$ cat src/shared/mmc_pkg.sv
package mmc_pkg;
   // ==========================================================
   // register select codes on the config port
   localparam logic [1:0] SEL_CTRL   = 2'h0;
   localparam logic [1:0] SEL_ADDR_L = 2'h1;
   localparam logic [1:0] SEL_ADDR_H = 2'h2;
   localparam logic [1:0] SEL_DATA   = 2'h3;
   // ==========================================================
   // control word fields
   localparam int CTRL_ENABLE_BIT  = 0;
   localparam int CTRL_REQ_LSB     = 1;
   localparam int CTRL_ALLOC_LSB   = 4;
   localparam int CTRL_WIDE_BIT    = 7;
   localparam logic [2:0] REQ_ONE_VECTOR   = 3'h0;
   localparam logic [2:0] ALLOC_RESET      = 3'h0;
   localparam logic [2:0] ALLOC_MAX_LEGAL  = 3'h5;
   localparam logic       WIDE_CAPABLE     = 1'b1;
   localparam logic       ENABLE_RESET     = 1'b0;
   localparam logic [31:0] ADDR_L_RESET    = 32'h0000_0000;
   localparam logic [31:0] ADDR_H_RESET    = 32'h0000_0000;
   localparam logic [15:0] DATA_RESET      = 16'h0000;
   localparam logic [31:0] ADDR_L_WMASK    = 32'hFFFF_FFFC;
   // ==========================================================
   // message write sequencer states
   typedef enum logic [1:0] {
      ST_IDLE = 2'b01,
      ST_SEND = 2'b10
   } mmc_state_type;
endpackage

$ cat src/design/mmc_ctrl_word.sv
`timescale 1ns/1ps
`default_nettype none
module mmc_ctrl_word (
   input  wire logic        clk,
   input  wire logic        rst,
   input  wire logic        wr_en,
   input  wire logic [15:0] wr_data,
   output logic      [15:0] rd_data,
   output logic             msg_on
);
   logic       en_r;
   logic       en_nxt;
   logic [2:0] alloc_r;
   logic [2:0] alloc_nxt;
   always_comb begin
      en_nxt    = en_r;
      alloc_nxt = alloc_r;
      if (wr_en) begin
         en_nxt    = wr_data[mmc_pkg::CTRL_ENABLE_BIT];
         // host keeps the count legal; stored as written
         alloc_nxt = wr_data[mmc_pkg::CTRL_ALLOC_LSB +: 3];
      end
   end
   always_ff @(posedge clk) begin
      if (rst) begin
         en_r    <= mmc_pkg::ENABLE_RESET;
         alloc_r <= mmc_pkg::ALLOC_RESET;
      end else begin
         en_r    <= en_nxt;
         alloc_r <= alloc_nxt;
      end
   end
   // upper byte zero, wide flag one, requested code fixed
   assign rd_data = {8'h00, mmc_pkg::WIDE_CAPABLE, alloc_r,
                     mmc_pkg::REQ_ONE_VECTOR, en_r};
   assign msg_on  = en_r;
endmodule
`default_nettype wire

$ cat src/design/mmc_data_reg.sv
`timescale 1ns/1ps
`default_nettype none
module mmc_data_reg #(
   parameter int          WIDTH = 32,
   parameter logic [31:0] WMASK = 32'hFFFF_FFFF,
   parameter logic [31:0] RSTV  = 32'h0000_0000
) (
   input  wire logic             clk,
   input  wire logic             rst,
   input  wire logic             wr_en,
   input  wire logic [WIDTH-1:0] wr_data,
   output logic      [WIDTH-1:0] q
);
   logic [WIDTH-1:0] q_r;
   logic [WIDTH-1:0] q_nxt;
   always_comb begin
      q_nxt = q_r;
      if (wr_en) begin
         q_nxt = wr_data & WMASK[WIDTH-1:0];
      end
   end
   always_ff @(posedge clk) begin
      if (rst) begin
         q_r <= RSTV[WIDTH-1:0];
      end else begin
         q_r <= q_nxt;
      end
   end
   assign q = q_r;
endmodule
`default_nettype wire

$ cat src/design/mmc_msi_cap.sv
// How it works
// - control word upper byte reads zero; writes there are dropped
// - wide-address capable flag is fixed at one
// - allocated-vector field is zero after reset
// - requested-vector field is fixed at the one-vector code
// - enable set means the legacy pin stays deasserted
// - message enable clears on reset
// - address bits 31:2 are writable and form the target address
// - address bits 1:0 always read zero
// - upper address is read/write, used only with wide capability
// - zero upper address gives a 32-bit address write
// - message data goes on the low payload word
`timescale 1ns/1ps
`default_nettype none
module mmc_msi_cap (
   input  wire logic        clk,
   input  wire logic        rst,
   input  wire logic        cfg_wr,
   input  wire logic        cfg_rd,
   input  wire logic [1:0]  cfg_sel,
   input  wire logic [31:0] cfg_wdata,
   output logic      [31:0] cfg_rdata,
   output logic             cfg_rvalid,
   input  wire logic        irq_req,
   output logic             intx_out,
   output logic             mwr_valid,
   input  wire logic        mwr_ready,
   output logic      [63:0] mwr_addr,
   output logic             mwr_addr64,
   output logic      [31:0] mwr_data
);
   // ==========================================================
   // registers
   logic [15:0] ctrl_q;
   logic        msg_on;
   logic [31:0] addr_l_q;
   logic [31:0] addr_h_q;
   logic [15:0] data_q;

   mmc_ctrl_word u_ctrl (
      .clk     (clk),
      .rst     (rst),
      .wr_en   (cfg_wr && cfg_sel == mmc_pkg::SEL_CTRL),
      .wr_data (cfg_wdata[15:0]),
      .rd_data (ctrl_q),
      .msg_on  (msg_on)
   );
   mmc_data_reg #(
      .WIDTH (32),
      .WMASK (mmc_pkg::ADDR_L_WMASK),
      .RSTV  (mmc_pkg::ADDR_L_RESET)
   ) u_addr_l (
      .clk     (clk),
      .rst     (rst),
      .wr_en   (cfg_wr && cfg_sel == mmc_pkg::SEL_ADDR_L),
      .wr_data (cfg_wdata),
      .q       (addr_l_q)
   );
   mmc_data_reg #(
      .WIDTH (32),
      .RSTV  (mmc_pkg::ADDR_H_RESET)
   ) u_addr_h (
      .clk     (clk),
      .rst     (rst),
      .wr_en   (cfg_wr && cfg_sel == mmc_pkg::SEL_ADDR_H),
      .wr_data (cfg_wdata),
      .q       (addr_h_q)
   );
   mmc_data_reg #(
      .WIDTH (16),
      .RSTV  ({16'h0000, mmc_pkg::DATA_RESET})
   ) u_data (
      .clk     (clk),
      .rst     (rst),
      .wr_en   (cfg_wr && cfg_sel == mmc_pkg::SEL_DATA),
      .wr_data (cfg_wdata[15:0]),
      .q       (data_q)
   );

   // ==========================================================
   // read port, registered one cycle after the strobe
   logic [31:0] rdata_r;
   logic [31:0] rdata_nxt;
   logic        rvalid_r;
   logic        rvalid_nxt;
   always_comb begin
      rvalid_nxt = cfg_rd;
      rdata_nxt  = rdata_r;
      if (cfg_rd) begin
         case (cfg_sel)
            mmc_pkg::SEL_CTRL:   rdata_nxt = {16'h0000, ctrl_q};
            mmc_pkg::SEL_ADDR_L: rdata_nxt = addr_l_q;
            mmc_pkg::SEL_ADDR_H: rdata_nxt = addr_h_q;
            mmc_pkg::SEL_DATA:   rdata_nxt = {16'h0000, data_q};
            default:             rdata_nxt = 32'h0000_0000;
         endcase
      end
   end
   always_ff @(posedge clk) begin
      if (rst) begin
         rdata_r  <= 32'h0000_0000;
         rvalid_r <= 1'b0;
      end else begin
         rdata_r  <= rdata_nxt;
         rvalid_r <= rvalid_nxt;
      end
   end
   assign cfg_rdata  = rdata_r;
   assign cfg_rvalid = rvalid_r;

   // ==========================================================
   // interrupt delivery: pin or message write
   mmc_pkg::mmc_state_type st_r;
   mmc_pkg::mmc_state_type st_nxt;
   logic        intx_r;
   logic        intx_nxt;
   logic        pend_r;
   logic        pend_nxt;
   logic        valid_r;
   logic        valid_nxt;
   logic [63:0] addr_r;
   logic [63:0] addr_nxt;
   logic        a64_r;
   logic        a64_nxt;
   logic [31:0] data_r;
   logic [31:0] data_nxt;
   logic        wide_use;
   always_comb begin
      // upper half used only when advertised and nonzero
      wide_use = ctrl_q[mmc_pkg::CTRL_WIDE_BIT]
                 && (addr_h_q != 32'h0000_0000);
      st_nxt    = st_r;
      valid_nxt = valid_r;
      addr_nxt  = addr_r;
      a64_nxt   = a64_r;
      data_nxt  = data_r;
      // a request seen while busy is held, not lost
      pend_nxt  = pend_r | (irq_req & msg_on);
      // pin follows the request only while messages are off
      intx_nxt  = irq_req & ~msg_on;
      case (st_r)
         mmc_pkg::ST_IDLE: begin
            if (msg_on && (pend_r || irq_req)) begin
               pend_nxt  = 1'b0;
               valid_nxt = 1'b1;
               st_nxt    = mmc_pkg::ST_SEND;
               addr_nxt  = {wide_use ? addr_h_q : 32'h0000_0000,
                            addr_l_q};
               a64_nxt   = wide_use;
               data_nxt  = {16'h0000, data_q};
            end else if (!msg_on) begin
               pend_nxt = 1'b0;
            end
         end
         mmc_pkg::ST_SEND: begin
            // write already launched completes even if disabled
            if (mwr_ready) begin
               valid_nxt = 1'b0;
               st_nxt    = mmc_pkg::ST_IDLE;
            end
         end
         default: begin
            valid_nxt = 1'b0;
            st_nxt    = mmc_pkg::ST_IDLE;
         end
      endcase
   end
   always_ff @(posedge clk) begin
      if (rst) begin
         st_r    <= mmc_pkg::ST_IDLE;
         intx_r  <= 1'b0;
         pend_r  <= 1'b0;
         valid_r <= 1'b0;
         addr_r  <= 64'h0000_0000_0000_0000;
         a64_r   <= 1'b0;
         data_r  <= 32'h0000_0000;
      end else begin
         st_r    <= st_nxt;
         intx_r  <= intx_nxt;
         pend_r  <= pend_nxt;
         valid_r <= valid_nxt;
         addr_r  <= addr_nxt;
         a64_r   <= a64_nxt;
         data_r  <= data_nxt;
      end
   end
   assign intx_out   = intx_r;
   assign mwr_valid  = valid_r;
   assign mwr_addr   = addr_r;
   assign mwr_addr64 = a64_r;
   assign mwr_data   = data_r;
endmodule
`default_nettype wire

$ cat config.mk
export PLATFORM = sky130hd
export DESIGN_NAME = mmc_msi_cap
export DESIGN_NICKNAME = d
export VERILOG_FILES = /design/src/shared/mmc_pkg.sv /design/src/design/mmc_ctrl_word.sv /design/src/design/mmc_data_reg.sv /design/src/design/mmc_msi_cap.sv
export SDC_FILE = /design/constraint.sdc
export NUM_CORES = 1
export LEC_CHECK = 0
export ABC_AREA = 1
export BUFFER_PORTS_ARGS = -buffer_cell sky130_fd_sc_hd__buf_4
export CAP_MARGIN = 0
export CORE_ASPECT_RATIO = 0.9
export CORE_MARGIN = 2
export CORE_UTILIZATION = 55
export DETAILED_ROUTE_END_ITERATION = 7
export PLACE_DENSITY = 0.92
export SYNTH_ARGS = -nofsm -noshare
export SYNTH_HDL_FRONTEND = slang
export SYNTH_SLANG_ARGS = --single-unit
$ cat constraint.sdc
create_clock -name clk -period 2 [get_ports clk]
set_clock_uncertainty 0.1 [all_clocks]
set_input_delay 0.4 -clock clk [delete_from_list [all_inputs] [get_ports clk]]
set_output_delay 0.4 -clock clk [all_outputs]
set_load 0.02 [all_outputs]
==> impl_metrics.json <==
{
  "post_drt_via_cell_ratio": 5.54,
  "synthCells": 951,
  "grt_pass1_wl_mm": 32.3,
  "power_mw": 8.30,
  "switching_share": 0.234,
  "grt-ovfl-total": 0,
  "gp_congestion": 0.936,
  "leakagePower_nw": 3.85,
  "clockBufferDepth": 2,
  "yosysSeqAreaShare": 0.529,
  "comb_power_share": 0.083,
  "cp-start-kind": "flop",
  "fin_crit_ps": 1640,
  "fmax_ghz": 0.612,
  "crit_family": "buffers and inverters",
  "ctsResizeCount": 0,
  "power_switching_mw": 1.95,
  "grtUsageTotal": 0.283,
  "core_sq_mm": 0.0133,
  "antenna_found_initial": 0,
  "slew_viol_final": 0,
  "fp.dieArea_sq_mm": 0.0146,
  "n_antenna_cell": 0,
  "fin_crit_sh": 0.818,
  "clk_pin_slew_ps": 60,
  "finalSetupViolCount": 0,
  "cellPowerDensity_mw_per_mm2": 898,
  "first_global_vias": 6295,
  "via_count": 6935,
  "hold_class": "input port to flop",
  "start_util": 0.563,
  "syn2layout_area_growth_pct": 23.4,
  "finalSetupTns_ps": 0,
  "die_w_microns": 127,
  "ctsHoldBuffers": 0,
  "reg2reg_from": "u_ctrl.msg_on$_SDFFE_PP0P_",
  "rsz0062_at_grt": "no",
  "clock_latency_ps": 430,
  "drtIter0Drc": 895,
  "post_cts_buffers": 0,
  "clock-sinks": 198,
  "grt_max_degree": 104,
  "power.share.clock": 0.420,
  "synth_cell_types": 25,
  "syn_area_per_cell_sq_um": 7.88,
  "ir_worst_vdd_mv": 0.596,
  "cts_tree": "built",
  "final_antenna_net_count": 0,
  "drtPass1Iterations": 5,
  "cts_root_buffer": "clkbuf_16",
  "internal_power_mw": 6.36,
  "syn_area_sq_mm": 0.00750,
  "ys.warnings.count": 0,
  "finalHoldViolCount": 0,
  "n_fill_cell": 1005,
  "io_pins": 172,
  "crit_chain": "inv_2 -> nor2_2 -> nand2_4 -> inv_2 -> buf_12 -> o21ai_0 -> a21oi_1",
  "htreeDepth": 4,
  "cp.required_ps": 2240,
  "drc": 0,
  "fp-row-count": 40,
  "nets": 1111,
  "wl_per_cell_microns": 16.6,
  "worstSetupPathType": "flop to flop",
  "seq_power_share": 0.498,
  "worstSetupEndpointType": "flop",
  "min-delay-start": "irq_req",
  "cp.arrival_ps": 1880,
  "drive_above_1_share": 0.193,
  "outcome": "finished clean",
  "place_hpwl_mm": 13.5,
  "port_buffers": 153,
  "cp-startpoint": "u_ctrl.msg_on$_SDFFE_PP0P_",
  "cp_slowest_cell": "dfxtp_1",
  "fp.dieH_microns": 115,
  "crit_fanout": 75,
  "cts-buffers-inserted": 17,
  "routed_wl_mm": 20.7,
  "crit_top_cell": "inv_2",
  "ys_seq_elements": 198,
  "path_buf_inv": 3,
  "cap_violations": 0,
  "crit_path_max_incr_delay_ps": 410
}
## metrics by stage
stage / util / hold slack, ps / cell area [sq um] / std cells / setup slack, ps
after global routing: 0.695 / 124 / 9250 / 1251 / 261
final: 0.695 / 108 / 9250 / 1251 / 365
after detailed placement: 0.650 / 357 / 8650 / 1220 / 336
after floorplan: - / 340 / 7560 / 968 / 625
after global placement: 0.650 / 349 / 8650 / 1220 / 416
after CTS: 0.695 / 105 / 9250 / 1251 / 377
## registers in the layout, indices dropped and copies added, names as in the netlist, 2 cells and up
register,count
u_addr_h.q,32
cfg_rdata,32
st_r,2
mwr_addr,62
u_data.q,16
u_addr_l.q,30
u_ctrl.alloc_r,3
mwr_data,16
## worst register-to-register path, stage by stage, from the launching register on
cell and delay [ps]:
dfxtp_1 410, inv_2 70, nor2_2 160, nand2_4 80, inv_2 90, buf_12 270
o21ai_0 180, a21oi_1 200
## layout make-up
type	count	area [sq um]	area share
clock inverters	7	119	0.0128
flip-flops and latches	198	3960	0.428
well taps	168	210	0.0227
multi-input cells	602	2820	0.305
repair buffers	169	1340	0.145
inverters	83	314	0.0339
clock buffers	24	482	0.0521
## power by group through the flow
stage / Sequential, mW / Clock, mW / Combinational [mW]
2_1_floorplan: 4.24 / 0 / 0.398
3_3_place_gp: 4.21 / 0 / 0.645
3_5_place_dp: 4.22 / 0 / 0.663
4_1_cts: 4.13 / 3.50 / 0.673
5_1_grt: 4.14 / 3.69 / 0.745
6_report: 4.13 / 3.48 / 0.686
## cells in the mapped netlist
cell / number / share of area
clkbuf_1: 27 / 0.014
buf_4: 23 / 0.023
o22ai_1: 1 / 0.00083
nor2_2: 1 / 0.00083
a31oi_1: 1 / 0.00083
a21oi_1: 159 / 0.11
o221ai_1: 25 / 0.029
nor2_1: 83 / 0.042
nand2_2: 2 / 0.0017
dfxtp_1: 198 / 0.53
o211ai_1: 1 / 0.0010
inv_1: 76 / 0.038
conb_1: 1 / 0.00050
buf_2: 29 / 0.019
nand3b_1: 1 / 0.0010
o21ai_0: 125 / 0.083
nand3_1: 31 / 0.021
a21oi_2: 1 / 0.0012
nand2_1: 150 / 0.075
inv_2: 6 / 0.0030
buf_1: 3 / 0.0015
inv_4: 1 / 0.00083
buf_6: 3 / 0.0045
nand2_4: 2 / 0.0030
nor3_1: 1 / 0.00067
## layout by cell type (no fill, tap or decap), drive strengths merged
master / n
a21oi: 160
a31oi: 1
buf: 169
bufinv: 3
clkbuf: 24
clkinv: 1
clkinvlp: 2
conb: 18
dfxtp: 198
inv: 84
nand2: 154
nand3: 31
nand3b: 1
nor2: 84
nor3: 1
o211ai: 1
o21ai: 125
o221ai: 25
o22ai: 1
## logic make-up after synthesis
family                 count (synthesis)  synth area share
AO/OA/AOI/OAI                        313             0.223
AND/OR/NAND/NOR                      271             0.145
buffers and inverters                168             0.104
other                                  1          0.000500
flip-flops                           198             0.529
## metal layers
metal,part of all wire,GRT usage,up-vias
met5,0,0,-
li1,-,-,3335
met1,0.41,0.375,3151
met3,0.10,0.0758,60
met4,0.038,0.125,0
met2,0.45,0.441,389
## path summary, 6_finish.rpt
kind / endpoint / slack (ps) / cells past startpoint
hold reg to reg: mwr_addr[63]$_SDFFE_PP0P_ / 360 / 2
setup / recovery: mwr_addr[26]$_SDFFE_PP0P_ / 360 / 7
setup reg to reg: mwr_addr[26]$_SDFFE_PP0P_ / 360 / 7
hold / removal: intx_out$_SDFF_PP0_ / 110 / 3
Note: power is estimated with default switching activity, not from simulation.
